`src/hw/gs_seq_defs.svh`:
```
// Offsets, field positions, reset values and timing counts of the sequencer.
// Assumes an APB slave with 32-bit data and one aligned word per register.
`ifndef GS_SEQ_DEFS_SVH
`define GS_SEQ_DEFS_SVH

// Register byte offsets
`define OFS_CTRL     12'h000
`define OFS_EXPOSURE 12'h004
`define OFS_CYCLE    12'h008
`define OFS_FRAME    12'h00C
`define OFS_IFRAME   12'h010
`define OFS_STATUS   12'h014
`define OFS_DROPPED  12'h018

// Control fields
`define CTRL_MODE_LSB 0
`define CTRL_MODE_MSB 1
`define CTRL_ACQ_BIT  2

// Reset values
`define RST_EXPOSURE 32'h0000_0500
`define RST_CYCLE    32'h0000_1000
`define RST_FRAME    32'h0000_0438
`define RST_IFRAME   32'h0000_0002

// Timing: one row is a full row readout in sensor clocks
`define ROW_CLOCKS      12'hA40
`define XFER_CLOCKS     12'h010
`define CLEAR_CLOCKS    12'h008
`define NONOVL_MIN_ROWS 32'h0000_0003
`define START_DLY_ROWS  32'h0000_0001

`endif

```
`src/hw/gs_seq_pkg.sv`:
```
// Types shared by the sequencer files.
// Assumes gs_seq_defs.svh is compiled alongside.
package gs_seq_pkg;
  // Triggering mode selected by software
  typedef enum logic [1:0] {
    MODE_EXT_EXP_NONOVL = 2'h0,
    MODE_EXT_EXP_OVL    = 2'h1,
    MODE_EXT_START_OFF  = 2'h2,
    MODE_EXT_START_ON   = 2'h3
  } mode_e;

  // Sequencer states, one-hot
  typedef enum logic [7:0] {
    ST_IDLE    = 8'h01,
    ST_CLEAR   = 8'h02,
    ST_REF     = 8'h04,
    ST_EXPOSE  = 8'h08,
    ST_XFER    = 8'h10,
    ST_SIG     = 8'h20,
    ST_INTER   = 8'h40,
    ST_WAIT    = 8'h80
  } state_e;
endpackage

```
`src/hw/trigger_sync.sv`:
```
// Synchroniser and edge detector for the external trigger pin.
// Assumes the pin is asynchronous to pclk.
`timescale 1ns/1ps
`default_nettype none
module trigger_sync (
  // Clock and reset
  input  wire logic clk,
  input  wire logic rst_n,
  // Pin and detected events
  input  wire logic pin,
  output logic      level,
  output logic      rise,
  output logic      fall
);
  logic meta;
  logic stage;
  logic prev;

  // RULE24: two stages, then edges
  // The first stage feeds only the second, so no logic sees a metastable value
  always_ff @(posedge clk or negedge rst_n) begin
    if (!rst_n) begin
      meta  <= 1'b0;
      stage <= 1'b0;
      prev  <= 1'b0;
    end else begin
      meta  <= pin;
      stage <= meta;
      prev  <= stage;
    end
  end

  assign level = stage;
  assign rise  = stage & ~prev;
  assign fall  = ~stage & prev;
endmodule
`default_nettype wire

```
`src/hw/gs_trigger_sequencer.sv`:
```
// Global shutter trigger sequencer: external exposure and external start modes.
// Assumes an APB master on pclk and an asynchronous trigger pin.
// What this block does
// RULE1: Idle keeps the sensor in a continuous pre-scan readout.
// RULE2: Non-overlap external exposure: trigger pulses clear, exposure follows trigger high.
// RULE3: Non-overlap: reference frame readout starts right at exposure start.
// RULE4: Trigger fall ends exposure by global charge transfer, then signal readout.
// RULE5: A fall before reference readout ends is ignored; wait for a later one.
// RULE6: Trigger source holds high at least one frame plus three rows.
// RULE7: Trigger period at least width plus frame, interframe and six rows.
// RULE8: Overlap: each rise starts signal readout and a new exposure.
// RULE9: Overlap: rise-to-rise interval is exposure and cycle time.
// RULE10: Overlap: first rise starts exposure; its bogus frame is dropped.
// RULE11: Overlap: signal frame then reference frame after each edge.
// RULE12: Overlap: rises during signal or reference readout are ignored.
// RULE13: Ready output high only while a rise would be accepted.
// RULE14: Overlap exposure starts one charge transfer after the edge.
// RULE15: Trigger source holds each trigger high two sensor clocks.
// RULE16: External start waits for one trigger, then runs internally timed.
// RULE17: External start: ready high while the start trigger is detectable.
// RULE18: Start overlap off: short and long exposure ranges allowed.
// RULE19: Start overlap on: exposure from frame plus interframe plus row, delay 1-2 rows.
// RULE20: Exposure writes rejected during acquisition in external exposure modes.
// RULE21: One row is 2624 sensor clocks.
// RULE22: One frame is the configured rows per sensor half.
// RULE23: Exposure is counted in whole rows.
// RULE24: Trigger is synchronised and edge detected.
// RULE25: Counters are 32 bits wide in rows.
`timescale 1ns/1ps
`default_nettype none
`include "gs_seq_defs.svh"
module gs_trigger_sequencer (
  // Clock and reset
  input  wire logic        pclk,
  input  wire logic        presetn,
  // APB slave
  input  wire logic        psel,
  input  wire logic        penable,
  input  wire logic        pwrite,
  input  wire logic [11:0] paddr,
  input  wire logic [31:0] pwdata,
  output logic [31:0]      prdata,
  output logic             pready,
  output logic             pslverr,
  // Trigger pin
  input  wire logic        external_trigger_input,
  // Sensor controls
  output logic             global_clear,
  output logic             charge_transfer,
  output logic             prescan_read,
  output logic             ref_read,
  output logic             sig_read,
  output logic             frame_valid,
  output logic             ready
);

  // ------------------------------------------------------------
  // Registers and state
  // ------------------------------------------------------------
  logic [1:0]  mode;
  logic        acq;
  logic [31:0] exposure;
  logic [31:0] cycle;
  logic [31:0] frame_rows;
  logic [31:0] iframe_rows;
  logic [31:0] dropped;
  gs_seq_pkg::state_e state;
  gs_seq_pkg::state_e next_state;
  logic [11:0] clk_cnt;
  logic [31:0] row_cnt;
  logic [31:0] exp_cnt;
  logic [31:0] cyc_cnt;
  logic        started;
  logic        first_done;
  logic        trig_rise;
  logic        trig_fall;

  // Trigger pin passes two flops before any decode reads it
  // Level is left open: only the edges steer the sequence
  trigger_sync u_sync (
    .clk   (pclk),
    .rst_n (presetn),
    .pin   (external_trigger_input),
    .level (),
    .rise  (trig_rise),
    .fall  (trig_fall)
  );

  // ------------------------------------------------------------
  // Helpers
  // ------------------------------------------------------------
  // Saturating increment keeps long exposures from wrapping
  function automatic logic [31:0] inc_sat(input logic [31:0] v);
    inc_sat = (v == 32'hFFFF_FFFF) ? v : v + 32'h0000_0001;
  endfunction

  // ------------------------------------------------------------
  // APB decode
  // ------------------------------------------------------------
  wire access   = psel & penable;
  wire wr_en    = access & pwrite;
  wire hit_ctrl = (paddr == `OFS_CTRL);
  wire hit_exp  = (paddr == `OFS_EXPOSURE);
  wire hit_cyc  = (paddr == `OFS_CYCLE);
  wire hit_frm  = (paddr == `OFS_FRAME);
  wire hit_ifr  = (paddr == `OFS_IFRAME);
  wire hit_sts  = (paddr == `OFS_STATUS);
  wire hit_drp  = (paddr == `OFS_DROPPED);
  wire mapped   = hit_ctrl | hit_exp | hit_cyc | hit_frm | hit_ifr | hit_sts | hit_drp;
  wire ext_exp  = (mode == gs_seq_pkg::MODE_EXT_EXP_NONOVL) |
                  (mode == gs_seq_pkg::MODE_EXT_EXP_OVL);
  // RULE20: lock exposure in external exposure
  wire exp_lock = acq & ext_exp;
  // Errored writes are answered with pslverr and store nothing
  wire wr_err   = wr_en & (~mapped | hit_sts | hit_drp | (hit_exp & exp_lock));
  wire [31:0] status_word = {20'h0_0000, ready, started, first_done, acq, state};
  // Read mux; unmapped offsets read as zero
  wire [31:0] rd_word =
    hit_ctrl ? {29'h0000_0000, acq, mode} :
    hit_exp  ? exposure :
    hit_cyc  ? cycle :
    hit_frm  ? frame_rows :
    hit_ifr  ? iframe_rows :
    hit_sts  ? status_word :
    hit_drp  ? dropped : 32'h0000_0000;

  // Zero-wait-state APB answer: pready rises the cycle after setup
  // Read data is captured in the setup cycle so it stands with pready
  always_ff @(posedge pclk or negedge presetn) begin
    if (!presetn) begin
      pready  <= 1'b0;
      prdata  <= 32'h0000_0000;
      pslverr <= 1'b0;
    end else begin
      pready  <= psel & ~penable;
      prdata  <= (psel & ~penable & ~pwrite) ? rd_word : prdata;
      pslverr <= psel & ~penable & (~mapped | (pwrite & (hit_sts | hit_drp |
                 (hit_exp & exp_lock))));
    end
  end

  // Register writes take effect at the access edge with pready high
  wire wr_take = wr_en & pready & ~wr_err;
  always_ff @(posedge pclk or negedge presetn) begin
    if (!presetn) begin
      mode        <= 2'h0;
      acq         <= 1'b0;
      exposure    <= `RST_EXPOSURE;
      cycle       <= `RST_CYCLE;
      frame_rows  <= `RST_FRAME;
      iframe_rows <= `RST_IFRAME;
    end else if (wr_take) begin
      // Limitation: new exposure and cycle values apply at the next compare
      if (hit_ctrl) begin
        // Mode is frozen while acquiring so a running sequence keeps its shape
        mode <= acq ? mode : pwdata[`CTRL_MODE_MSB:`CTRL_MODE_LSB];
        acq  <= pwdata[`CTRL_ACQ_BIT];
      end
      // RULE23: exposure held in rows
      if (hit_exp) exposure <= (pwdata == 32'h0) ? 32'h0000_0001 : pwdata;
      if (hit_cyc) cycle <= pwdata;
      // RULE22: frame rows from region size
      if (hit_frm) frame_rows <= (pwdata == 32'h0) ? 32'h0000_0001 : pwdata;
      if (hit_ifr) iframe_rows <= pwdata;
    end
  end

  // ------------------------------------------------------------
  // Row timebase
  // ------------------------------------------------------------
  // The row counter restarts on every state change, so each state
  // measures its own length from its entry, in whole rows, or in clocks in CLEAR and XFER
  // RULE21: row tick every 2624 clocks
  wire row_tick = (clk_cnt == `ROW_CLOCKS - 12'h001);
  wire frame_done = row_tick & (row_cnt + 32'h1 >= frame_rows);
  wire ifr_done   = row_tick & (row_cnt + 32'h1 >= iframe_rows);
  wire xfer_done  = (clk_cnt == `XFER_CLOCKS - 12'h001);
  wire clear_done = (clk_cnt == `CLEAR_CLOCKS - 12'h001);
  wire is_ovl_exp = (mode == gs_seq_pkg::MODE_EXT_EXP_OVL);
  wire is_start   = ~ext_exp;
  // RULE18: short exposure fits within reference read
  wire short_exp  = (mode == gs_seq_pkg::MODE_EXT_START_OFF) &
                    (exposure <= frame_rows + `NONOVL_MIN_ROWS);
  // Internal timing for start modes: end exposure once counted rows reach target
  wire exp_reached = (exp_cnt >= exposure);
  // RULE19: overlap-on start needs frame plus interframe plus row
  wire ovl_min_ok  = exp_cnt >= frame_rows + iframe_rows + 32'h1;

  // ------------------------------------------------------------
  // Next state
  // ------------------------------------------------------------
  // One state per readout phase; readout lengths come from the row counters
  // Triggers are only looked at in IDLE and EXPOSE, so ignored edges do no harm
  always_comb begin
    next_state = state;
    unique case (state)
      gs_seq_pkg::ST_IDLE: begin
        // RULE1: pre-scan while waiting
        // RULE16: one start trigger only
        if (acq & trig_rise & (ext_exp | ~started)) begin
          // RULE14: overlap edges go straight to charge transfer
          // Start modes spend one row in WAIT before the clear
          if (is_ovl_exp) next_state = gs_seq_pkg::ST_XFER;
          else if (is_start) next_state = gs_seq_pkg::ST_WAIT;
          else next_state = gs_seq_pkg::ST_CLEAR;
        end
      end
      gs_seq_pkg::ST_WAIT: begin
        // RULE19: start delay of one row
        if (!acq) next_state = gs_seq_pkg::ST_IDLE;
        else if (row_tick) next_state = gs_seq_pkg::ST_CLEAR;
      end
      gs_seq_pkg::ST_CLEAR: begin
        // RULE2: clear pulse opens exposure
        if (clear_done) next_state = gs_seq_pkg::ST_REF;
      end
      gs_seq_pkg::ST_REF: begin
        // RULE3: reference read during exposure
        if (frame_done) next_state = gs_seq_pkg::ST_EXPOSE;
      end
      gs_seq_pkg::ST_EXPOSE: begin
        // RULE5: fall only counts after reference read
        // RULE4: fall ends exposure
        if (!acq) next_state = gs_seq_pkg::ST_IDLE;
        else if (mode == gs_seq_pkg::MODE_EXT_EXP_NONOVL) begin
          if (trig_fall) next_state = gs_seq_pkg::ST_XFER;
        end else if (is_ovl_exp) begin
          // RULE8: rise ends exposure and starts next
          if (trig_rise) next_state = gs_seq_pkg::ST_XFER;
        end else if (exp_reached &
                     ((mode != gs_seq_pkg::MODE_EXT_START_ON) | ovl_min_ok)) begin
          next_state = gs_seq_pkg::ST_XFER;
        end
      end
      gs_seq_pkg::ST_XFER: begin
        if (xfer_done) next_state = gs_seq_pkg::ST_SIG;
      end
      gs_seq_pkg::ST_SIG: begin
        // RULE11: signal frame before next reference
        if (frame_done) next_state = gs_seq_pkg::ST_INTER;
      end
      // Interframe gap, then the next cycle or back to idle
      gs_seq_pkg::ST_INTER: begin
        if (!ifr_done) next_state = gs_seq_pkg::ST_INTER;
        else if (!acq) next_state = gs_seq_pkg::ST_IDLE;
        else if (is_ovl_exp) next_state = gs_seq_pkg::ST_REF;
        else if (is_start & (cyc_cnt >= cycle)) next_state = gs_seq_pkg::ST_CLEAR;
        else if (is_start) next_state = gs_seq_pkg::ST_INTER;
        else next_state = gs_seq_pkg::ST_IDLE;
      end
      default: next_state = gs_seq_pkg::ST_IDLE;
    endcase
  end

  // ------------------------------------------------------------
  // State, timebase and row counters
  // ------------------------------------------------------------
  wire state_change = (next_state != state);
  always_ff @(posedge pclk or negedge presetn) begin
    if (!presetn) begin
      state   <= gs_seq_pkg::ST_IDLE;
      clk_cnt <= 12'h000;
      row_cnt <= 32'h0000_0000;
    end else begin
      state   <= next_state;
      clk_cnt <= (state_change | row_tick) ? 12'h000 : clk_cnt + 12'h001;
      row_cnt <= state_change ? 32'h0000_0000 : (row_tick ? row_cnt + 32'h1 : row_cnt);
    end
  end

  // Saturation keeps a very long exposure from wrapping to a short one
  // RULE25: 32-bit exposure and cycle counts
  // RULE9: exposure measured from clear, or in overlap from the previous transfer, to transfer
  wire exp_restart = (state == gs_seq_pkg::ST_CLEAR) |
                     ((state == gs_seq_pkg::ST_XFER) & is_ovl_exp);
  always_ff @(posedge pclk or negedge presetn) begin
    if (!presetn) begin
      exp_cnt <= 32'h0000_0000;
      cyc_cnt <= 32'h0000_0000;
    end else begin
      exp_cnt <= exp_restart ? 32'h0000_0000 : (row_tick ? inc_sat(exp_cnt) : exp_cnt);
      cyc_cnt <= (state == gs_seq_pkg::ST_CLEAR) ? 32'h0000_0000 :
                 (row_tick ? inc_sat(cyc_cnt) : cyc_cnt);
    end
  end

  // ------------------------------------------------------------
  // Acquisition bookkeeping
  // ------------------------------------------------------------
  // Started blocks a second start trigger; first_done marks the dropped frame
  // Both clear with acq so a new acquisition drops its first overlap frame again
  // RULE10: first overlap frame is discarded
  wire sig_end = (state == gs_seq_pkg::ST_SIG) & frame_done;
  always_ff @(posedge pclk or negedge presetn) begin
    if (!presetn) begin
      started    <= 1'b0;
      first_done <= 1'b0;
      dropped    <= 32'h0000_0000;
    end else if (!acq) begin
      started    <= 1'b0;
      first_done <= 1'b0;
    end else begin
      started    <= started | (trig_rise & (state == gs_seq_pkg::ST_IDLE));
      first_done <= first_done | sig_end;
      dropped    <= (sig_end & is_ovl_exp & ~first_done) ? inc_sat(dropped) : dropped;
    end
  end

  // ------------------------------------------------------------
  // Sensor and ready outputs, all registered
  // ------------------------------------------------------------
  // Outputs decode next_state so they line up with the state register
  // Ready is registered too, so it changes with the state it describes
  // RULE12: rises during readout not accepted
  // RULE13: ready tracks edge acceptance
  // RULE17: ready while start is detectable
  wire next_ready =
    acq & (ext_exp ? ((next_state == gs_seq_pkg::ST_IDLE) |
                      (is_ovl_exp & (next_state == gs_seq_pkg::ST_EXPOSE)))
                   : ((next_state == gs_seq_pkg::ST_IDLE) & ~started));
  always_ff @(posedge pclk or negedge presetn) begin
    if (!presetn) begin
      global_clear    <= 1'b0;
      charge_transfer <= 1'b0;
      prescan_read    <= 1'b1;
      ref_read        <= 1'b0;
      sig_read        <= 1'b0;
      frame_valid     <= 1'b0;
      ready           <= 1'b0;
    end else begin
      global_clear    <= (next_state == gs_seq_pkg::ST_CLEAR) |
                         (is_ovl_exp & (next_state == gs_seq_pkg::ST_XFER) & ~first_done &
                          (state == gs_seq_pkg::ST_IDLE));
      charge_transfer <= (next_state == gs_seq_pkg::ST_XFER);
      prescan_read    <= (next_state == gs_seq_pkg::ST_IDLE) |
                         (next_state == gs_seq_pkg::ST_WAIT);
      ref_read        <= (next_state == gs_seq_pkg::ST_REF) |
                         ((next_state == gs_seq_pkg::ST_EXPOSE) & short_exp);
      sig_read        <= (next_state == gs_seq_pkg::ST_SIG);
      frame_valid     <= (next_state == gs_seq_pkg::ST_SIG) & ~(is_ovl_exp & ~first_done);
      ready           <= next_ready;
    end
  end

endmodule
`default_nettype wire

```
`config.mk`:
```
export PLATFORM = sky130hd
export DESIGN_NAME = gs_trigger_sequencer
export DESIGN_NICKNAME = d
export VERILOG_FILES = /design/src/hw/gs_seq_pkg.sv /design/src/hw/trigger_sync.sv /design/src/hw/gs_trigger_sequencer.sv
export VERILOG_INCLUDE_DIRS = /design/src /design/src/hw
export SDC_FILE = /design/constraint.sdc
export NUM_CORES = 1
export LEC_CHECK = 0
export BUFFER_PORTS_ARGS = -buffer_cell sky130_fd_sc_hd__buf_4
export CORE_MARGIN = 10
export CORE_UTILIZATION = 44
export CTS_BUF_LIST = sky130_fd_sc_hd__clkbuf_4
export CTS_CLUSTER_SIZE = 10
export DETAILED_ROUTE_END_ITERATION = 8
export GPL_ROUTABILITY_DRIVEN = 1
export SYNTH_ARGS = -nofsm -noshare
export SYNTH_HDL_FRONTEND = slang
export SYNTH_SLANG_ARGS = --single-unit
```
`constraint.sdc`:
```
create_clock -name pclk -period 5.95 [get_ports pclk]
set_clock_uncertainty 0.15 [all_clocks]
set_input_delay 1.4875 -clock pclk [delete_from_list [all_inputs] [get_ports pclk]]
set_output_delay 1.4875 -clock pclk [all_outputs]
set_load 0.03 [all_outputs]
```
==> results of run 1 <==
## where the power goes
part	total, W	switching (W)	internal (W)
registers	0.00222	0.00000273	0.00221
clock network	0.00210	0.00104	0.00106
logic	0.000160	0.000115	0.0000451
## kinds of logic (layout without fill, tap and decap cells)
logic type               Yosys count  after routing  synth area share [%]
multiplexers                     135            135                  6.72
flip-flops                       325            325                  36.5
adder cells (fa/ha/maj)          231            231                  13.0
AO/OA/AOI/OAI                    455            455                  13.4
other                              0              6                     0
AND/OR/NAND/NOR                  775            775                  17.6
buffers and inverters            244            479                  4.16
XOR/XNOR                         221            221                  8.67
## how the worst max path moves through the flow
stage / end / slack [ns] / cells past startpoint
final: row_cnt[29] / 0.26 / 23
after floorplan: clk_cnt[2] / 0.23 / 21
after detailed placement: row_cnt[29] / 0.01 / 24
after global routing: clk_cnt[11] / -0.05 / 23
after global placement: row_cnt[21] / 0.09 / 24
after CTS: row_cnt[29] / 0.009 / 23
## layout make-up
type | instances | share of cell area (%)
Clock buffer | 138 | 4.07
Clock inverter | 31 | 0.511
Timing Repair Buffer | 154 | 4.93
Sequential cell | 325 | 32.0
Multi-Input combinational cell | 1817 | 52.8
Tap cell | 672 | 3.30
Inverter | 156 | 2.30
Antenna cell | 6 | 0.0590
## what timing repair did
action                                  CTS  global route
resized for setup                         1            33
buffers inserted                          0             3
endpoints found under the setup margin   26            49
cloned                                    0             1
pin swaps                                 0            16
## metal layers
| metal | share of wire [%] | wire length [um] | vias up | track usage, % |
|---|---|---|---|---|
| li1 | - | - | 8908 | - |
| met3 | 7.1 | 5070 | 136 | 5.19 |
| met1 | 46 | 32400 | 9127 | 32.7 |
| met5 | 0 | 0 | - | 0 |
| met2 | 44 | 31100 | 620 | 35.0 |
| met4 | 3.4 | 2420 | 0 | 8.55 |
## placed cells by master (no fill, tap or decap), types with 12 or more instances in the layout
cell type  netlist  layout
dfrtp_1        315     315
ha_1           229     229
nand2_1        200     200
nor2_1         187     187
inv_1          156     156
buf_4            0     146
clkbuf_4         0     138
xnor2_1        131     131
o21ai_0        127     124
mux2_2          99      99
a21o_1          96      96
xor2_1          90      90
a21oi_1         88      85
nand4_1         79      79
nand3_1         70      70
and3_1          37      37
mux2i_1         34      34
a221oi_1        33      32
nor4_1          29      28
nor3_1          28      26
nor2b_1         26      24
nor3b_1         37      22
clkinv_1         0      22
nand2b_1        18      17
a211oi_1        18      16
and4_1          15      15
nor3b_2          0      15
or3_1           13      13
and2_1          12      12
## through the flow
stage / instance area (um2) / hold WS, ns / setup slack [ns]
6_report: 25500 / 0.206 / 0.258
5_1_grt: 25500 / 0.220 / -0.0492
4_1_cts: 25200 / 0.210 / 0.00897
3_5_place_dp: 24100 / 0.196 / 0.0145
3_3_place_gp: 24100 / 0.185 / 0.0900
2_1_floorplan: 22300 / 0.181 / 0.231
## registers in the layout (all words and copies together) (netlist names), 2 cells and up
| register | cells |
|---|---|
| mode | 2 |
| clk_cnt | 12 |
| exposure | 32 |
| cyc_cnt | 32 |
| iframe_rows | 32 |
| row_cnt | 32 |
| frame_rows | 32 |
| exp_cnt | 32 |
| cycle | 32 |
| dropped | 32 |
| prdata | 32 |
| state | 8 |
==> results.json, run 1 <==
{
  "ir_drop_mv": 0.104,
  "min-delay-start": "u_sync.meta",
  "synth_edf_count": 0,
  "critPathMaxFanout": 8,
  "synthCells": 2386,
  "num_rows": 82,
  "netlist_area_um2": 22300,
  "clk_latency_ns": 0.90,
  "cts_tree": "built",
  "post-route-util_pct": 50.7,
  "ys_top_cells_by_count": "315 x dfrtp_1, 229 x ha_1, 200 x nand2_1",
  "ys_seq_elements": 325,
  "cp_num_buf_inv": 3,
  "antenna_found_initial": 6,
  "dp_hpwl_um": 54200,
  "p_total_w": 0.00448,
  "finalSetupViolCount": 0,
  "fin_cells": 3299,
  "rrSetupSlack_ns": 0.26,
  "synth_area_leaders": "dfrtp_1 35%, ha_1 13%, xnor2_1 5.1%, mux2_2 5.0%, xor2_1 3.5%",
  "min_path_type": "reg -> reg",
  "drive_gt1_share_pct": 17.8,
  "worstHoldEndpoint": "u_sync.level",
  "io_buffers": 90,
  "synthFlopType": "dfrtp_1",
  "clk_pin_slew_worst_paths_ns": 0.07,
  "synth_cell_types": 70,
  "fin_crit_sh_pct": 95.7,
  "clockRootBuffer": "clkbuf_4",
  "die_h_um": 245,
  "rr_endpoint": "row_cnt[29]",
  "powerDensity_nw_per_um2": 176,
  "fin_crit_ns": 5.69,
  "synthArstFlopShare_pct": 100,
  "yosys_warnings": 0,
  "drv_slew": 0,
  "h-tree-depth": 3,
  "cap_viol_max_count": 0,
  "num-nets-final": 2827,
  "grt-ovfl-total": 0,
  "synth_top_cell_area_share_pct": 35.3,
  "grt_pass1_wl_um": 109000,
  "whs_path_depth": 0,
  "critPathLaunch": "frame_rows[10]",
  "critical_path.slowest_cell": "or4_4",
  "rsz0062_at_grt": "yes",
  "drtIter0Drc": 1460,
  "crit_path_end_kind": "flip-flop",
  "routedWlPerCell_um": 21.5,
  "hold_buffers": 0,
  "leakage_nw": 12.6,
  "slew_headroom_pct": 35.4,
  "viasPerCell": 5.70,
  "num_vias": 18800,
  "crit_type": "reg -> reg",
  "die_x_um": 245,
  "cts_buffers": 93,
  "arrival_ns": 6.25,
  "startpoint_type": "flip-flop",
  "status": "completed",
  "syn_to_final_growth_pct": 14.0,
  "start_util_pct": 44.5,
  "clockBufferDepth": 3,
  "reg2reg_from": "frame_rows[10]",
  "routed_wirelength_um": 71000,
  "grt_max_degree": 124,
  "required_ns": 6.50,
  "num_io_pins": 91,
  "dp_cells": 3120,
  "multiInputGateArea_um2": 13400,
  "die_area_um2": 60200,
  "synth.net_count": 2666,
  "postSynthAreaPerCell_um2": 9.36,
  "cts.sinks": 325,
  "first_global_vias": 18700,
  "synth.most_common_cell": "dfrtp_1",
  "crit_chain": "ha_1, a21o_1, a21o_1, a221o_1, o211a_1, a31oi_4, nor3_1, o31a_1, a221o_1, a21oi_2, xnor2_1, ha_1, nand4_1, or4_4, nor4_4, a221oi_2, a21boi_1, buf_4, a211oi_2, o2111ai_4, buf_12, buf_12, nor3b_2",
  "synth_top_area_cell": "dfrtp_1",
  "fillCellCount": 4700,
  "crit_family": "compound AO/OA/AOI/OAI gates",
  "routabilityCongestion": 0.969,
  "coreArea_um2": 50200,
  "antenna_left": 0,
  "hold_viol": 0,
  "r2r_cells": 23,
  "slowest_delay_ns": 0.60,
  "max_freq_ghz": 0.176,
  "tns_ns": 0,
  "track_usage_pct": 23.4,
  "drcViolationCount": 0,
  "regArea_um2": 8150,
  "yosysSeqAreaShare_pct": 36.5,
  "tightest_slew_ns": 0.960,
  "firstDrtPassIters": 5
}
Power figures use the tool's default switching activity.
==> inputs of run 2 (changes only) <==
--- a/config.mk
+++ b/config.mk
@@ -6,6 +6,7 @@
 export SDC_FILE = /design/constraint.sdc
 export NUM_CORES = 1
 export LEC_CHECK = 0
+export ABC_AREA = 1
 export BUFFER_PORTS_ARGS = -buffer_cell sky130_fd_sc_hd__buf_4
 export CORE_MARGIN = 10
 export CORE_UTILIZATION = 44
==> constraint.sdc (replaced) <==
create_clock -name pclk -period 4.7 [get_ports pclk]
set_clock_uncertainty 0.15 [all_clocks]
set_input_delay 1.175 -clock pclk [delete_from_list [all_inputs] [get_ports pclk]]
set_output_delay 1.175 -clock pclk [all_outputs]
set_load 0.03 [all_outputs]
==> results.json, run 2 <==
{
  "num_vias": 23400,
  "dp_cells": 4058,
  "reg2reg_from": "iframe_rows[1]",
  "die_area_um2": 64100,
  "p_int_w": 0.00442,
  "finalSetupViolCount": 0,
  "postSynthAreaPerCell_um2": 7.56,
  "fin_ws_ns": 0.0386,
  "io_buffers": 90,
  "status": "completed",
  "crit_path_end_kind": "flip-flop",
  "arrival_ns": 5.31,
  "synth_top_area_cell": "dfrtp_1",
  "rrSetupSlack_ns": 0.04,
  "ir_drop_mv": 0.226,
  "drtIter0Drc": 2059,
  "num_rows": 85,
  "fin_crit_ns": 4.66,
  "startpoint_type": "flip-flop",
  "critPathLaunch": "iframe_rows[1]",
  "yosys_warnings": 0,
  "critPathMaxFanout": 8,
  "routedWlPerCell_um": 20.3,
  "drv_slew": 0,
  "hold_viol": 0,
  "cts_buffers": 98,
  "p_comb_share_pct": 3.2,
  "synth_edf_count": 0,
  "cts_tree": "built",
  "antenna_found_initial": 5,
  "die_x_um": 253,
  "yosysSeqAreaShare_pct": 34.1,
  "grt_pass1_wl_um": 132000,
  "synth.net_count": 3441,
  "ys_top_cells_by_count": "671 x nand2_1, 439 x inv_1, 322 x o21ai_0",
  "synth_area_leaders": "dfrtp_1 33%, ha_1 12%, nand2_1 11%, inv_1 6.9%, o21ai_0 6.7%",
  "synthCells": 3161,
  "hold_buffers": 0,
  "num-nets-final": 3760,
  "r2r_cells": 30,
  "synthFlopType": "dfrtp_1",
  "grt-ovfl-total": 0,
  "cap_viol_max_count": 0,
  "syn_to_final_growth_pct": 20.1,
  "antenna_left": 0,
  "routabilityCongestion": 0.958,
  "coreArea_um2": 53800,
  "synth_top_cell_area_share_pct": 33.0,
  "fin_cells": 4257,
  "drive_gt1_share_pct": 19.0,
  "viasPerCell": 5.51,
  "max_freq_ghz": 0.215,
  "synth_cell_types": 66,
  "clk_pin_slew_worst_paths_ns": 0.06,
  "h-tree-depth": 3,
  "critical_path.slowest_cell": "dfstp_2",
  "final_common_cell": "nand2_1",
  "cts.sinks": 325,
  "slew_headroom_pct": 29.8,
  "switching_power_w": 0.00151,
  "powerDensity_nw_per_um2": 207,
  "p_clk_share_pct": 49.3,
  "tightest_slew_ns": 1.05,
  "start_util_pct": 44.4,
  "num_io_pins": 91,
  "clockBufferDepth": 3,
  "crit_top_cell": "nand2_2",
  "rr_endpoint": "row_cnt[29]",
  "drcViolationCount": 0,
  "required_ns": 5.34,
  "grt_max_degree": 108,
  "fin_crit_sh_pct": 99.2,
  "die_h_um": 253,
  "routed_wirelength_um": 86600,
  "slowest_delay_ns": 0.54,
  "rsz0062_at_grt": "yes",
  "setup.worst_path.end": "row_cnt[29]",
  "ys_seq_elements": 325,
  "clk_latency_ns": 0.88,
  "min_path_type": "in -> async",
  "final_cell_mix": "654 x nand2_1, 436 x inv_1, 315 x dfrtp_1",
  "track_usage_pct": 26.7,
  "firstDrtPassIters": 6,
  "leakage_nw": 13.5,
  "synth.most_common_cell": "nand2_1",
  "share_seq_of_total_power_pct": 47.5,
  "synthArstFlopShare_pct": 100,
  "dp_hpwl_um": 67900,
  "first_global_vias": 22400,
  "netlist_area_um2": 23900,
  "switching_share_pct": 25.4,
  "clockRootBuffer": "clkbuf_4",
  "crit_type": "reg -> reg",
  "pre_cts_slack_ns": -0.433
}
run 2: cell types whose count changed after synthesis, sizes merged, moves of 92 or more:
| cell | change |
|---|---|
| inv | +301 |
| mux2 | -99 |
| nor2 | +126 |
| a21oi | +92 |
| nand2 | +483 |
| o21ai | +207 |
| xnor2 | -113 |
run 2: worst min-delay path by stage:
stage	slack [ns]	startpoint	cells after the start	to
after CTS	0.17	presetn	1	exposure[5]
after detailed placement	0.19	u_sync.meta	0	u_sync.level
after global placement	0.19	u_sync.meta	0	u_sync.level
after floorplan	0.18	u_sync.meta	0	u_sync.level
final	0.16	presetn	1	exposure[5]
after global routing	0.19	presetn	1	exposure[5]
run 2: kinds of logic (layout without fill, tap and decap cells):
| group | Yosys count | after routing | synth area share, % |
|---|---|---|---|
| multiplexers | 3 | 3 | 0.126 |
| AO/OA/AOI/OAI | 652 | 652 | 15.2 |
| AND/OR/NAND/NOR | 1303 | 1303 | 25.4 |
| XOR/XNOR | 124 | 124 | 4.54 |
| adder cells (fa/ha/maj) | 230 | 230 | 12.1 |
| other | 0 | 3 | 0 |
| flip-flops | 325 | 325 | 34.1 |
| buffers and inverters | 524 | 921 | 8.58 |
run 2: timing repair:
item / CTS / global route
gates cloned: 0 / 1
pin swaps: 12 / 76
buffers inserted: 1 / 18
gates resized for setup: 28 / 123
setup endpoints to repair: 45 / 77
run 2: critical path, delay by kind of cell, from the launching register on:
family | cells | cell delay (ns)
simple gates | 18 | 1.82
fa+ha+maj | 2 | 0.66
buf+inv | 5 | 0.62
compound gates | 4 | 0.59
flops | 1 | 0.54
xor+xnor | 1 | 0.13
run 2: metal layers:
metal | wire, um | part of all wire, % | track usage (%) | vias to the layer above
li1 | - | - | - | 11300
met1 | 38300 | 44 | 36.4 | 11100
met2 | 38300 | 44 | 41.3 | 927
met3 | 6970 | 8.0 | 5.64 | 177
met4 | 3050 | 3.5 | 9.10 | 4
met5 | 37 | 0.043 | 0 | -
run 2: final cells by class:
class | instances | area, um2
Sequential cell | 325 | 8150
Clock inverter | 35 | 224
Antenna cell | 3 | 7.51
Clock buffer | 143 | 1070
Multi-Input combinational cell | 2312 | 14300
Timing Repair Buffer | 285 | 2340
Tap cell | 696 | 871
Fill cell | 5218 | 25100
Inverter | 458 | 1720
run 2: per-stage QoR:
step	area [um2]	utilization (%)	power [W]	TNS [ns]	hold slack, ns
floorplan	23900	-	0.00292	0	0.181
global placement	26600	49.4	0.00305	-12.99	0.194
detailed placement	26600	49.4	0.00305	-17.23	0.186
CTS	28000	52.1	0.00602	0	0.171
global route	28700	53.3	0.00618	-9.04	0.186
finish	28700	53.3	0.00593	0	0.156
run 2: power groups by stage:
stage	Sequential, W	Combinational (W)	Clock [W]
finish	0.00282	0.000189	0.00292
CTS	0.00282	0.000187	0.00301
floorplan	0.00287	0.0000498	0
global placement	0.00287	0.000183	0
detailed placement	0.00287	0.000186	0
global route	0.00282	0.000211	0.00316
==> inputs of run 3 (changes only) <==
--- a/config.mk
+++ b/config.mk
@@ -8,6 +8,7 @@
 export LEC_CHECK = 0
 export ABC_AREA = 1
 export BUFFER_PORTS_ARGS = -buffer_cell sky130_fd_sc_hd__buf_4
+export CAP_MARGIN = 20
 export CORE_MARGIN = 10
 export CORE_UTILIZATION = 44
 export CTS_BUF_LIST = sky130_fd_sc_hd__clkbuf_4
@@ -16,4 +17,5 @@
 export GPL_ROUTABILITY_DRIVEN = 1
 export SYNTH_ARGS = -nofsm -noshare
 export SYNTH_HDL_FRONTEND = slang
+export SYNTH_HIERARCHICAL = 1
 export SYNTH_SLANG_ARGS = --single-unit
==> results.json, run 3 <==
{
  "status": "completed",
  "r2r_cells": 29,
  "die_area_um2": 62800,
  "post-route-util_pct": 53.9,
  "min_path_type": "in -> async",
  "first_global_vias": 22500,
  "cts.sinks": 325,
  "rrSetupSlack_ns": 0.09,
  "ir_drop_mv": 0.158,
  "synth_top_area_cell": "dfrtp_1",
  "num_io_pins": 91,
  "yosys_warnings": 6,
  "synth_xor_area_share_pct": 4.61,
  "track_usage_pct": 27.3,
  "synthFlopType": "dfrtp_1",
  "reg2reg_from": "row_cnt[7]",
  "synth_edf_count": 0,
  "io_buffers": 90,
  "antenna_found_initial": 7,
  "hold_viol": 0,
  "synthCells": 3160,
  "rsz0062_at_grt": "yes",
  "clockRootBuffer": "clkbuf_4",
  "clockBufferDepth": 3,
  "final_common_cell": "nand2_1",
  "pre_cts_slack_ns": -0.442,
  "ys_seq_elements": 325,
  "crit_path_end_kind": "flip-flop",
  "grt_max_degree": 101,
  "coreArea_um2": 52600,
  "dp_hpwl_um": 69300,
  "num_vias": 23800,
  "final_cell_mix": "641 x nand2_1, 457 x inv_1, 315 x dfrtp_1",
  "routabilityCongestion": 0.995,
  "syn_to_final_growth_pct": 21.2,
  "netlist_area_um2": 23400,
  "fin_crit_sh_pct": 98.1,
  "yosysSeqAreaShare_pct": 34.8,
  "tns_ns": 0,
  "yosys.area_share.simple_pct": 24.2,
  "fin_ws_ns": 0.0914,
  "drv_slew": 0,
  "synthArstFlopShare_pct": 100,
  "critPathMaxFanout": 8,
  "synth_mux_area_share_pct": 0.177,
  "startpoint_type": "flip-flop",
  "synth_top_cell_area_share_pct": 33.7,
  "ys_top_cells_by_count": "660 x nand2_1, 464 x inv_1, 315 x dfrtp_1",
  "routedWlPerCell_um": 20.9,
  "drtIter0Drc": 1997,
  "synth_top_family_by_area": "simple AND/OR/NAND/NOR gates",
  "crit_type": "reg -> reg",
  "synth_compound_gate_area_share_pct": 15.1,
  "slew_headroom_pct": 30.0,
  "crit_top_cell": "nand2_1",
  "postSynthAreaPerCell_um2": 7.40,
  "grt-ovfl-total": 0,
  "tightest_slew_ns": 1.05,
  "leakage_nw": 14.2,
  "cap_viol_max_count": 0,
  "critical_path.slowest_cell": "dfrtp_1",
  "final_area_um2": 28300,
  "drcViolationCount": 0,
  "fin_crit_ns": 4.61,
  "place_area_um2": 26100,
  "viasPerCell": 5.59,
  "cts_buffers": 96,
  "antenna_left": 0,
  "clk_pin_slew_worst_paths_ns": 0.07,
  "die_x_um": 251,
  "h-tree-depth": 3,
  "required_ns": 5.34,
  "num_rows": 84,
  "synth.net_count": 3440,
  "routed_wirelength_um": 89100,
  "drive_gt1_share_pct": 18.0,
  "cts_tree": "built",
  "start_util_pct": 44.5,
  "grt_pass1_wl_um": 134000,
  "arrival_ns": 5.25,
  "synth.most_common_cell": "nand2_1",
  "firstDrtPassIters": 8,
  "die_h_um": 251,
  "powerDensity_nw_per_um2": 206,
  "finalSetupViolCount": 0,
  "num-nets-final": 3764,
  "clk_latency_ns": 0.89,
  "synthAdderAreaFrac_pct": 12.3,
  "synth_area_leaders": "dfrtp_1 34%, ha_1 12%, nand2_1 11%, inv_1 7.4%, o21ai_0 6.0%",
  "max_freq_ghz": 0.217,
  "slowest_delay_ns": 0.35,
  "rr_endpoint": "row_cnt[3]",
  "synth_cell_types": 53
}
[run 3: metal layers]
metal	track usage (%)	vias to the layer above	routed length, um
li1	-	11300	-
met1	35.4	11400	37700
met2	44.2	914	41200
met3	5.31	176	6650
met4	10.3	6	3380
met5	0	-	68
[run 3: logic make-up (layout without fill, tap and decap cells)]
group,after synthesis,after routing
multiplexers,4,4
AND/OR/NAND/NOR,1314,1314
flip-flops,325,325
buffers and inverters,537,937
XOR/XNOR,123,123
AO/OA/AOI/OAI,627,627
other,0,4
adder cells (fa/ha/maj),230,230
[run 3: layout make-up]
class                           instances  area [um2]
Clock buffer                          147        1100
Sequential cell                       325        8150
Clock inverter                         27         141
Fill cell                            5104       24200
Tap cell                              688         861
Timing Repair Buffer                  290        2330
Antenna cell                            4        10.0
Multi-Input combinational cell       2298       14000
Inverter                              473        1780
[run 3: power by group]
group / internal [W] / switching (W)
logic: 0.0000436 / 0.000121
clock network: 0.00147 / 0.00139
registers: 0.00280 / 0.00000199
[run 3: worst max path at each step]
stage | startpoint | endpoint | slack, ns | depth (start not counted)
CTS | iframe_rows[1] | clk_cnt[7] | 0.003 | 32
floorplan | frame_rows[0] | row_cnt[11] | 0.28 | 28
global route | row_cnt[1] | row_cnt[9] | -0.17 | 29
detailed placement | frame_rows[3] | clk_cnt[7] | -0.44 | 29
global placement | frame_rows[0] | clk_cnt[10] | -0.35 | 29
finish | row_cnt[7] | row_cnt[3] | 0.09 | 29
[run 3: worst max-delay path: cells and delay by family, from the launching register on]
kind,cells,cell delay [ns]
AND/OR/NAND/NOR,16,1.93
buffers and inverters,7,0.95
AO/OA/AOI/OAI,4,0.66
flip-flops,1,0.35
adder cells (fa/ha/maj),1,0.29
XOR/XNOR,1,0.16
[run 3: repair_timing]
action / CTS / global route
setup endpoints to repair: 47 / 75
pin swaps: 1 / 33
hold buffers: 0 / 0
setup buffers: 0 / 17
resized for setup: 23 / 186
hold endpoints to repair: 0 / 0
cloned: 0 / 4
[run 3: stage by stage]
step / power (W) / hold WS, ns / instances
final: 0.00583 / 0.200 / 4252
after global routing: 0.00606 / 0.205 / 4251
after CTS: 0.00590 / 0.195 / 4227
after detailed placement: 0.00302 / 0.190 / 4053
after global placement: 0.00302 / 0.183 / 4053
after floorplan: 0.00288 / 0.181 / 3160
